===== src/rtl/sob_pkg.sv =====
// Purpose: Shared constants and types for the scan test octal buffer.
// Assumes: One clock domain; all test pins are sampled by clock_i.
// Notes:   Instruction and boundary-control codes are listed here only.
`default_nettype none
package sob_pkg;

    localparam int IR_LEN  = 8;
    localparam int BSR_LEN = 18;
    localparam int BCR_LEN = 2;
    localparam int GRP_W   = 4;

    // Boundary cell layout: enables, then inputs, then outputs
    localparam int BSR_OE_LSB = 0;
    localparam int BSR_A_LSB  = 2;
    localparam int BSR_Y_LSB  = 10;

    localparam logic [IR_LEN-1:0] IR_EXTEST   = 8'h00;
    localparam logic [IR_LEN-1:0] IR_SAMPLE   = 8'h02;
    localparam logic [IR_LEN-1:0] IR_INTEST   = 8'h03;
    localparam logic [IR_LEN-1:0] IR_CLAMP    = 8'h06;
    localparam logic [IR_LEN-1:0] IR_HIGHZ    = 8'h07;
    localparam logic [IR_LEN-1:0] IR_RUNTEST  = 8'h09;
    localparam logic [IR_LEN-1:0] IR_SELFTEST = 8'h0a;
    localparam logic [IR_LEN-1:0] IR_BCR_SCAN = 8'h0e;
    localparam logic [IR_LEN-1:0] IR_BYPASS   = 8'hff;
    localparam logic [IR_LEN-1:0] IR_STATUS   = 8'h81;

    localparam logic [BCR_LEN-1:0] BCR_TOGGLE                = 2'h0;
    localparam logic [BCR_LEN-1:0] BCR_RANDOM_PATTERN_OUTPUT = 2'h1;
    localparam logic [BCR_LEN-1:0] BCR_SIGNATURE_COMPACTION  = 2'h2;
    localparam logic [BCR_LEN-1:0] BCR_RESET                 = 2'h2;

    localparam logic [2:0] TLR_TMS_HIGHS = 3'h5;
    localparam logic [2:0] CNT_MAX       = 3'h7;

    typedef enum logic [15:0] {
        ST_RESET    = 16'h0001,
        ST_IDLE     = 16'h0002,
        ST_SEL_DR   = 16'h0004,
        ST_CAP_DR   = 16'h0008,
        ST_SHIFT_DR = 16'h0010,
        ST_EXIT1_DR = 16'h0020,
        ST_PAUSE_DR = 16'h0040,
        ST_EXIT2_DR = 16'h0080,
        ST_UPD_DR   = 16'h0100,
        ST_SEL_IR   = 16'h0200,
        ST_CAP_IR   = 16'h0400,
        ST_SHIFT_IR = 16'h0800,
        ST_EXIT1_IR = 16'h1000,
        ST_PAUSE_IR = 16'h2000,
        ST_EXIT2_IR = 16'h4000,
        ST_UPD_IR   = 16'h8000
    } sob_tap_t;

    typedef enum logic [2:0] {
        DR_BYP = 3'h1,
        DR_BSR = 3'h2,
        DR_BCR = 3'h4
    } sob_dr_t;

    typedef enum logic [3:0] {
        PM_NORMAL   = 4'h1,
        PM_DRIVE    = 4'h2,
        PM_INTERNAL = 4'h4,
        PM_FLOAT    = 4'h8
    } sob_pin_t;

endpackage
`default_nettype wire


===== src/rtl/sob_scan_buffer.sv =====
// Purpose: Octal three-state buffer with boundary-scan test logic.
// Assumes: clock_i far faster than tck_i; test pins pass two flip-flops.
// Notes:   Outputs lag pins by three clocks; TAP edges found by sampling.
// Contract
// Enable high floats output, low passes input
// Two enables, each gating four outputs
// Scanning in normal mode leaves buffers intact
// Test mode: cells observe inputs, drive outputs
// Sample on tck rise, change on fall
// TAP state steps on tms at rise
// Double-high tms forces test reset
// Shift tdi to tdo via IR or DR
// Tdo undriven unless shifting
// Instruction register is eight bits
// Eighteen-cell boundary, two-bit control, one-bit bypass
// Signature compaction and random pattern operations
// Decode standard plus intest, clamp, highz
// Sample and self test in normal mode
// Reset loads all-ones IR, control 10
// IR capture loads status 10000001
// Five tms highs reach reset state
// Control operations run only in idle
`timescale 1ns/1ps
`default_nettype none
module sob_scan_buffer (
    input  wire logic       clock_i,
    input  wire logic       rst_i,
    input  wire logic       tck_i,
    input  wire logic       tms_i,
    input  wire logic       tdi_i,
    input  wire logic       tms_double_high_i,
    input  wire logic       group1_output_enable_n_i,
    input  wire logic       group2_output_enable_n_i,
    input  wire logic [3:0] group1_data_in_i,
    input  wire logic [3:0] group2_data_in_i,
    output logic      [3:0] group1_data_out_o,
    output logic            group1_data_out_oe_n_o,
    output logic      [3:0] group2_data_out_o,
    output logic            group2_data_out_oe_n_o,
    output logic            tdo_o,
    output logic            tdo_oe_n_o
);
    localparam int N = 2 * sob_pkg::GRP_W;

    logic                          tck_m_r, tck_r, tck_d_r;
    logic                          tms_m_r, tms_r, tdi_m_r, tdi_r;
    logic                          dh_m_r, dh_r;
    logic [1:0]                    oe_m_r, oe_n_s_r;
    logic [N-1:0]                  din_m_r, din_s_r;
    logic                          tck_rise, tck_fall;
    sob_pkg::sob_tap_t             state_r;
    logic [sob_pkg::IR_LEN-1:0]    ir_shift_r, ir_r;
    logic [sob_pkg::BSR_LEN-1:0]   bsr_shift_r, bsr_upd_r;
    logic [sob_pkg::BCR_LEN-1:0]   bcr_shift_r, bcr_r;
    logic                          byp_r;
    logic                          tdo_r, tdo_oe_n_r;
    logic [N-1:0]                  out_r;
    logic [1:0]                    oe_n_r;
    logic                          sel_lsb;
    sob_pkg::sob_dr_t              dr_sel;
    sob_pkg::sob_pin_t             pin_mode;
    logic [2:0]                    tms_hi_cnt_r;

    function automatic sob_pkg::sob_tap_t tap_next(
        input sob_pkg::sob_tap_t s, input logic m);
        case (s)
            sob_pkg::ST_RESET:    tap_next = m ? sob_pkg::ST_RESET
                                               : sob_pkg::ST_IDLE;
            sob_pkg::ST_IDLE:     tap_next = m ? sob_pkg::ST_SEL_DR
                                               : sob_pkg::ST_IDLE;
            sob_pkg::ST_SEL_DR:   tap_next = m ? sob_pkg::ST_SEL_IR
                                               : sob_pkg::ST_CAP_DR;
            sob_pkg::ST_CAP_DR:   tap_next = m ? sob_pkg::ST_EXIT1_DR
                                               : sob_pkg::ST_SHIFT_DR;
            sob_pkg::ST_SHIFT_DR: tap_next = m ? sob_pkg::ST_EXIT1_DR
                                               : sob_pkg::ST_SHIFT_DR;
            sob_pkg::ST_EXIT1_DR: tap_next = m ? sob_pkg::ST_UPD_DR
                                               : sob_pkg::ST_PAUSE_DR;
            sob_pkg::ST_PAUSE_DR: tap_next = m ? sob_pkg::ST_EXIT2_DR
                                               : sob_pkg::ST_PAUSE_DR;
            sob_pkg::ST_EXIT2_DR: tap_next = m ? sob_pkg::ST_UPD_DR
                                               : sob_pkg::ST_SHIFT_DR;
            sob_pkg::ST_UPD_DR:   tap_next = m ? sob_pkg::ST_SEL_DR
                                               : sob_pkg::ST_IDLE;
            sob_pkg::ST_SEL_IR:   tap_next = m ? sob_pkg::ST_RESET
                                               : sob_pkg::ST_CAP_IR;
            sob_pkg::ST_CAP_IR:   tap_next = m ? sob_pkg::ST_EXIT1_IR
                                               : sob_pkg::ST_SHIFT_IR;
            sob_pkg::ST_SHIFT_IR: tap_next = m ? sob_pkg::ST_EXIT1_IR
                                               : sob_pkg::ST_SHIFT_IR;
            sob_pkg::ST_EXIT1_IR: tap_next = m ? sob_pkg::ST_UPD_IR
                                               : sob_pkg::ST_PAUSE_IR;
            sob_pkg::ST_PAUSE_IR: tap_next = m ? sob_pkg::ST_EXIT2_IR
                                               : sob_pkg::ST_PAUSE_IR;
            sob_pkg::ST_EXIT2_IR: tap_next = m ? sob_pkg::ST_UPD_IR
                                               : sob_pkg::ST_SHIFT_IR;
            sob_pkg::ST_UPD_IR:   tap_next = m ? sob_pkg::ST_SEL_DR
                                               : sob_pkg::ST_IDLE;
            default:              tap_next = sob_pkg::ST_RESET;
        endcase
    endfunction

    // instruction decode
    function automatic sob_pkg::sob_dr_t ir_dr(
        input logic [sob_pkg::IR_LEN-1:0] ir);
        case (ir)
            sob_pkg::IR_EXTEST, sob_pkg::IR_SAMPLE, sob_pkg::IR_INTEST,
            sob_pkg::IR_RUNTEST, sob_pkg::IR_SELFTEST:
                ir_dr = sob_pkg::DR_BSR;
            sob_pkg::IR_BCR_SCAN: ir_dr = sob_pkg::DR_BCR;
            default:              ir_dr = sob_pkg::DR_BYP;
        endcase
    endfunction

    function automatic sob_pkg::sob_pin_t ir_pin_mode(
        input logic [sob_pkg::IR_LEN-1:0] ir);
        case (ir)
            sob_pkg::IR_EXTEST, sob_pkg::IR_CLAMP, sob_pkg::IR_RUNTEST:
                ir_pin_mode = sob_pkg::PM_DRIVE;
            sob_pkg::IR_INTEST: ir_pin_mode = sob_pkg::PM_INTERNAL;
            sob_pkg::IR_HIGHZ:  ir_pin_mode = sob_pkg::PM_FLOAT;
            default:            ir_pin_mode = sob_pkg::PM_NORMAL;
        endcase
    endfunction

    function automatic logic [N-1:0] lfsr_step(input logic [N-1:0] x);
        lfsr_step = {x[N-2:0], x[7] ^ x[5] ^ x[4] ^ x[3]};
    endfunction

    // Pins from outside pass two flops before any logic reads them
    always_ff @(posedge clock_i) begin
        if (rst_i) begin
            {tck_m_r, tck_r, tck_d_r} <= 3'h7;
            {tms_m_r, tms_r, tdi_m_r, tdi_r} <= 4'hf;
            {dh_m_r, dh_r} <= 2'h0;
            oe_m_r   <= 2'h3;
            oe_n_s_r <= 2'h3;
            din_m_r  <= 8'hff;
            din_s_r  <= 8'hff;
        end else begin
            tck_m_r  <= tck_i;
            tck_r    <= tck_m_r;
            tck_d_r  <= tck_r;
            tms_m_r  <= tms_i;
            tms_r    <= tms_m_r;
            tdi_m_r  <= tdi_i;
            tdi_r    <= tdi_m_r;
            dh_m_r   <= tms_double_high_i;
            dh_r     <= dh_m_r;
            oe_m_r   <= {group2_output_enable_n_i, group1_output_enable_n_i};
            oe_n_s_r <= oe_m_r;
            din_m_r  <= {group2_data_in_i, group1_data_in_i};
            din_s_r  <= din_m_r;
        end
    end

    assign tck_rise = tck_r & ~tck_d_r;
    assign tck_fall = ~tck_r & tck_d_r;
    assign dr_sel   = ir_dr(ir_r);
    assign pin_mode = ir_pin_mode(ir_r);

    // step on rise; R7 double-high acts without tck edges
    always_ff @(posedge clock_i) begin
        if (rst_i || dh_r) begin
            state_r <= sob_pkg::ST_RESET;
        end else if (tck_rise) begin
            state_r <= tap_next(state_r, tms_r);
        end
    end

    // eight-bit instruction path
    always_ff @(posedge clock_i) begin
        if (rst_i) begin
            ir_shift_r <= sob_pkg::IR_BYPASS;
            ir_r       <= sob_pkg::IR_BYPASS;
        end else begin
            if (tck_rise && state_r == sob_pkg::ST_CAP_IR) begin
                // fixed status
                ir_shift_r <= sob_pkg::IR_STATUS;
            end else if (tck_rise && state_r == sob_pkg::ST_SHIFT_IR) begin
                ir_shift_r <= {tdi_r, ir_shift_r[sob_pkg::IR_LEN-1:1]};
            end
            // reset selects bypass
            if (state_r == sob_pkg::ST_RESET) begin
                ir_r <= sob_pkg::IR_BYPASS;
            end else if (tck_fall && state_r == sob_pkg::ST_UPD_IR) begin
                ir_r <= ir_shift_r;
            end
        end
    end

    // data shift registers; R14 capture snapshots the pins
    always_ff @(posedge clock_i) begin
        if (rst_i) begin
            bsr_shift_r <= '0;
            bcr_shift_r <= sob_pkg::BCR_RESET;
            byp_r       <= 1'b0;
        end else if (tck_rise && state_r == sob_pkg::ST_CAP_DR) begin
            bsr_shift_r <= {out_r, din_s_r, oe_n_s_r};
            bcr_shift_r <= bcr_r;
            byp_r       <= 1'b0;
        end else if (tck_rise && state_r == sob_pkg::ST_SHIFT_DR) begin
            // serial path through selected register
            case (dr_sel)
                sob_pkg::DR_BSR: bsr_shift_r <=
                    {tdi_r, bsr_shift_r[sob_pkg::BSR_LEN-1:1]};
                sob_pkg::DR_BCR: bcr_shift_r <=
                    {tdi_r, bcr_shift_r[sob_pkg::BCR_LEN-1:1]};
                default:         byp_r <= tdi_r;
            endcase
        end
    end

    // Shadow cells change on tck fall only; control register also reloads in reset state
    always_ff @(posedge clock_i) begin
        if (rst_i) begin
            bsr_upd_r <= '0;
            bcr_r     <= sob_pkg::BCR_RESET;
        end else if (state_r == sob_pkg::ST_RESET) begin
            // control reset to compaction
            bcr_r <= sob_pkg::BCR_RESET;
        end else if (tck_fall && state_r == sob_pkg::ST_UPD_DR) begin
            if (dr_sel == sob_pkg::DR_BSR) begin
                bsr_upd_r <= bsr_shift_r;
            end
            if (dr_sel == sob_pkg::DR_BCR) begin
                bcr_r <= bcr_shift_r;
            end
        end else if (tck_fall && state_r == sob_pkg::ST_IDLE &&
                     (ir_r == sob_pkg::IR_RUNTEST ||
                      ir_r == sob_pkg::IR_SELFTEST)) begin
            // idle-only operations; R12 compaction and patterns
            case (bcr_r)
                sob_pkg::BCR_SIGNATURE_COMPACTION: begin
                    bsr_upd_r[sob_pkg::BSR_A_LSB +: N] <= din_s_r ^
                        lfsr_step(bsr_upd_r[sob_pkg::BSR_A_LSB +: N]);
                end
                sob_pkg::BCR_RANDOM_PATTERN_OUTPUT: begin
                    bsr_upd_r[sob_pkg::BSR_Y_LSB +: N] <=
                        lfsr_step(bsr_upd_r[sob_pkg::BSR_Y_LSB +: N]);
                end
                sob_pkg::BCR_TOGGLE: begin
                    bsr_upd_r[sob_pkg::BSR_Y_LSB +: N] <=
                        ~bsr_upd_r[sob_pkg::BSR_Y_LSB +: N];
                    bsr_upd_r[sob_pkg::BSR_A_LSB +: N] <= din_s_r;
                end
                default: ;
            endcase
        end
    end

    always_comb begin
        case (dr_sel)
            sob_pkg::DR_BSR: sel_lsb = bsr_shift_r[0];
            sob_pkg::DR_BCR: sel_lsb = bcr_shift_r[0];
            default:         sel_lsb = byp_r;
        endcase
    end

    // tdo moves on fall; R9 floats outside shift states
    always_ff @(posedge clock_i) begin
        if (rst_i) begin
            tdo_r      <= 1'b1;
            tdo_oe_n_r <= 1'b1;
        end else if (tck_fall) begin
            if (state_r == sob_pkg::ST_SHIFT_IR) begin
                tdo_r      <= ir_shift_r[0];
                tdo_oe_n_r <= 1'b0;
            end else if (state_r == sob_pkg::ST_SHIFT_DR) begin
                tdo_r      <= sel_lsb;
                tdo_oe_n_r <= 1'b0;
            end else begin
                tdo_oe_n_r <= 1'b1;
            end
        end
    end

    // buffer path; R4 R13 cells take over in test mode
    always_ff @(posedge clock_i) begin
        if (rst_i) begin
            out_r  <= '0;
            oe_n_r <= 2'h3;
        end else begin
            case (pin_mode)
                sob_pkg::PM_DRIVE: begin
                    out_r  <= bsr_upd_r[sob_pkg::BSR_Y_LSB +: N];
                    oe_n_r <= bsr_upd_r[sob_pkg::BSR_OE_LSB +: 2];
                end
                sob_pkg::PM_INTERNAL: begin
                    out_r  <= bsr_upd_r[sob_pkg::BSR_A_LSB +: N];
                    oe_n_r <= bsr_upd_r[sob_pkg::BSR_OE_LSB +: 2];
                end
                sob_pkg::PM_FLOAT: oe_n_r <= 2'h3;
                default: begin
                    out_r  <= din_s_r;
                    oe_n_r <= oe_n_s_r;
                end
            endcase
        end
    end

    assign group1_data_out_o      = out_r[sob_pkg::GRP_W-1:0];
    assign group2_data_out_o      = out_r[N-1:sob_pkg::GRP_W];
    assign group1_data_out_oe_n_o = oe_n_r[0];
    assign group2_data_out_oe_n_o = oe_n_r[1];
    assign tdo_o                  = tdo_r;
    assign tdo_oe_n_o             = tdo_oe_n_r;

    // Counts consecutive tms-high rises for checking only
    always_ff @(posedge clock_i) begin
        if (rst_i) begin
            tms_hi_cnt_r <= '0;
        end else if (tck_rise) begin
            tms_hi_cnt_r <= !tms_r ? 3'h0 :
                (tms_hi_cnt_r == sob_pkg::CNT_MAX) ? tms_hi_cnt_r :
                3'(tms_hi_cnt_r + 3'h1);
        end
    end
endmodule
`default_nettype wire


===== config.mk =====
export PLATFORM = sky130hd
export DESIGN_NAME = sob_scan_buffer
export DESIGN_NICKNAME = d
export VERILOG_FILES = /design/src/rtl/sob_pkg.sv /design/src/rtl/sob_scan_buffer.sv
export SDC_FILE = /design/constraint.sdc
export NUM_CORES = 1
export LEC_CHECK = 0
export ABC_AREA = 1
export ABC_CLOCK_PERIOD_IN_PS = 3300
export BUFFER_PORTS_ARGS = -buffer_cell sky130_fd_sc_hd__buf_2
export CAP_MARGIN = 25
export CORE_MARGIN = 2
export CORE_UTILIZATION = 55
export CTS_BUF_LIST = sky130_fd_sc_hd__clkbuf_2 sky130_fd_sc_hd__clkbuf_4 sky130_fd_sc_hd__clkbuf_8
export DETAILED_ROUTE_END_ITERATION = 12
export PLACE_DENSITY = 0.78
export SLEW_MARGIN = 20
export SYNTH_ARGS = -nofsm -noshare
export SYNTH_HDL_FRONTEND = slang
export SYNTH_SLANG_ARGS = --single-unit

===== constraint.sdc =====
create_clock -name clock_i -period 3.3 [get_ports clock_i]
set_clock_uncertainty 0.2 [all_clocks]
set_input_delay 0.66 -clock clock_i [delete_from_list [all_inputs] [get_ports clock_i]]
set_output_delay 0.66 -clock clock_i [all_outputs]
set_load 0.05 [all_outputs]

==> results.py <==
metrics = {
    "yosys": {
        "synthArstFlopShare": 0,
        "ys_seq_area_frac": 0.393,
        "synth_seq_cells": 114,
        "yosys.area_share.xor_xnor": 0.0196,
        "syn_area_sq_mm": 0.00580,
        "synth_top_family_by_area": "simple AND/OR/NAND/NOR gates",
        "synth_edf_count": 0,
        "yosys.area_share.adder": 0.00431,
        "synth_ff_type": "dfxtp_1",
        "synth_cell_types": 44,
        "muxShareOfSynthArea": 0,
        "yosys_warnings": 0,
        "synth-compound-area-share": 0.113,
        "syn_avg_cell_area_sq_um": 6.75,
        "synth_cells": 859,
        "yosys.area_share.simple": 0.369,
        "syn_nets": 877,
    },
    "cells_and_area": {
        "antenna_cells": 0,
        "multi_input_area_sq_mm": 0.00294,
        "drive_gt1_frac": 0.142,
        "layout_commonest_cell": "nand2_1",
        "final_cell_mix": "246 x nand2_1, 114 x dfxtp_1, 103 x inv_1, 92 x nor2_1, 55 x nand3_1",
        "nNetsFinal": 899,
        "fillers": 967,
        "area_growth_pct": 11.3,
        "ff_latch_area_sq_mm": 0.00228,
    },
    "critical_path": {
        "reg2reg_from": "ir_r[1]",
        "crit_start": "ir_r[1]",
        "cp_max_fo": 17,
        "path_buf_inv": 5,
        "path_delay_family": "compound AO/OA/AOI/OAI gates",
        "slowest_stage": "dfxtp_1",
        "critPathMostFrequentCell": "inv_1",
        "critPathKind": "flip-flop to flip-flop",
        "cp-start-kind": "flip-flop",
        "reg2reg_slack_ns": 0.65,
        "reg2reg_to": "bsr_shift_r[14]",
        "crit_arrival_ns": 2.76,
        "crit_chain": "inv_1, nand2_1, inv_1, o31ai_1, ha_1, buf_4, inv_1, o21ai_4, inv_2, nand2_1, a21oi_1",
        "end_kind": "flip-flop",
        "reg2reg_depth": 11,
        "slowest_delay_ns": 0.41,
        "cp.required_ns": 3.41,
    },
    "clock_tree": {
        "cts-htree-levels": 4,
        "numCtsBuffers": 17,
        "clk_pin_slew_ns": 0.07,
        "postCtsHoldBufs": 0,
        "clk_path_buf_depth": 2,
        "clockRootBuffer": "clkbuf_8",
        "postCtsResizedCells": 0,
        "cts_tree": "built",
        "insertion_delay_ns": 0.44,
        "cts.sinks": 114,
        "cts_setup_buffers": 0,
    },
    "placement": {
        "hpwl_microns": 9850,
        "gp_congestion": 0.897,
        "io_buffers": 27,
    },
    "die": {
        "die_h_microns": 107,
        "core_sq_mm": 0.0103,
        "fp-row-count": 37,
        "die_w_microns": 107,
        "dieArea_sq_mm": 0.0114,
        "ioPinCount": 28,
        "start_util": 0.564,
    },
    "drt": {
        "first_pass_iters": 6,
        "antenna_left": 0,
        "route.detailed.drc": 0,
        "avgViaCountPerCell": 5.19,
        "dr_total_vias": 5350,
        "drt_iter0_markers": 431,
        "routedWlPerCell_microns": 13.2,
        "wl_microns": 13600,
    },
    "pwr": {
        "clkPwrFrac": 0.487,
        "power.leakage_uw": 0.00309,
        "p_int_uw": 2270,
        "vdd_drop_max_mv": 0.363,
        "sequentialPowerShare": 0.472,
        "comb_power_share": 0.041,
        "p_total_uw": 2990,
        "switchingPower_uw": 725,
        "switching_share": 0.242,
        "powerDensity_mw_per_mm2": 464,
    },
    "timing": {
        "hold_violations": 0,
        "rsz0062_at_grt": "false",
        "worst_slew_pin_slew_ns": 0.570,
        "fin_crit_ns": 2.65,
        "maxSlewViolCount": 0,
        "fmax_mhz": 377,
        "min_period_over_period": 0.803,
        "finalSetupTns_ns": 0,
        "setup_viol": 0,
        "relSlewSlack": 0.619,
    },
    "grt": {
        "grt_start_max_net_pins": 38,
        "grt_pass1_vias": 4665,
        "grtUsageMet1": 0.366,
        "antenna_found_initial": 0,
        "grt_overflow_total": 0,
        "top_usage_layer": "met1",
        "met3_usage": 0.0693,
        "use_met2": 0.361,
        "grt_use_total": 0.252,
        "grt_pass1_wl_microns": 22600,
    },
    "worst_hold_path": {
        "min_from": "group2_data_in_i[1]",
        "hp-class": "primary input to flip-flop",
        "hold_end": "din_m_r[5]",
        "min_path_cells": 2,
    },
    "run": {
        "maxCapViolations": 0,
    },
    "status": {
        "outcome": "complete, no violations",
    },
}
## cell families (layout without fill, tap and decap cells)
family,Yosys count,in the layout
adders and majority gates,2,2
buffers and inverters,145,180
xor gates and xnor gates,13,13
AOI/OAI and AO/OA,113,113
and+or+nand+nor,472,472
DFF,114,114
## area by class of cell
cell class,instances,area share
clock inverters,15,0.0322
repair buffers,35,0.0302
flip-flops and latches,114,0.353
multi-input cells,600,0.455
clock buffers,17,0.0362
inverters,113,0.0661
well taps,136,0.0264
## flip-flops by register name, indices dropped and copies added, names as in the netlist, 8 cells and up
| signal | flops |
|---|---|
| bsr_shift_r | 18 |
| bsr_upd_r | 18 |
| din_m_r | 8 |
| din_s_r | 8 |
| ir_r | 8 |
| ir_shift_r | 8 |
| out_r | 8 |
| state_r | 16 |
## synth_stat cells (3+ instances only)
cell / count / share of area
nand3_1: 55 / 0.047
clkbuf_1: 15 / 0.0097
a31oi_1: 3 / 0.0032
nor3_1: 4 / 0.0035
buf_4: 4 / 0.0052
nor2_8: 3 / 0.010
inv_1: 103 / 0.067
nand4_1: 20 / 0.022
xor2_1: 10 / 0.015
a21oi_1: 44 / 0.038
buf_2: 9 / 0.0078
or2_2: 28 / 0.030
o211ai_1: 12 / 0.016
inv_2: 7 / 0.0045
o21ai_1: 5 / 0.0043
nand2_2: 3 / 0.0032
a211oi_1: 6 / 0.0078
nand3_2: 4 / 0.0069
xnor2_1: 3 / 0.0045
nor2_1: 93 / 0.060
o22ai_1: 4 / 0.0043
nor2_4: 3 / 0.0058
buf_1: 3 / 0.0019
nor2_2: 4 / 0.0043
dfxtp_1: 114 / 0.39
o21ai_0: 33 / 0.028
nand2_1: 246 / 0.16
## worst max-delay path by stage
stage                                  to  cells after the start  slack [ns]
after floorplan              bsr_upd_r[9]                     15        1.03
after global placement     bsr_shift_r[6]                     11        0.78
after detailed placement  bsr_shift_r[11]                     11        0.71
after CTS                 bsr_shift_r[14]                     11        0.67
after global routing      bsr_shift_r[11]                     11        0.39
final                     bsr_shift_r[14]                     11        0.65
## power groups by stage
| stage | combinational (uW) | sequential [uW] | clock (uW) |
|---|---|---|---|
| global route | 135 | 1410 | 1540 |
| detailed placement | 122 | 1440 | 0 |
| floorplan | 66.4 | 1460 | 0 |
| global placement | 122 | 1440 | 0 |
| CTS | 123 | 1410 | 1470 |
| finish | 123 | 1410 | 1460 |
## per-layer routing
metal | wire length [microns] | share of wire
met5 | 0 | 0
met3 | 1010 | 0.075
met1 | 6660 | 0.49
met4 | 128 | 0.0094
met2 | 5800 | 0.43
## stage by stage
stage	setup slack (ns)	hold WS (ns)	cell area, sq um	util	cells
2_1_floorplan	1.03	0.188	5800	-	859
5_1_grt	0.391	0.183	6460	0.628	1030
4_1_cts	0.670	0.182	6460	0.628	1030
3_5_place_dp	0.715	0.194	6010	0.585	998
3_3_place_gp	0.779	0.191	6010	0.585	998
6_report	0.650	0.197	6460	0.628	1030
(Power assumes the default switching activity.)
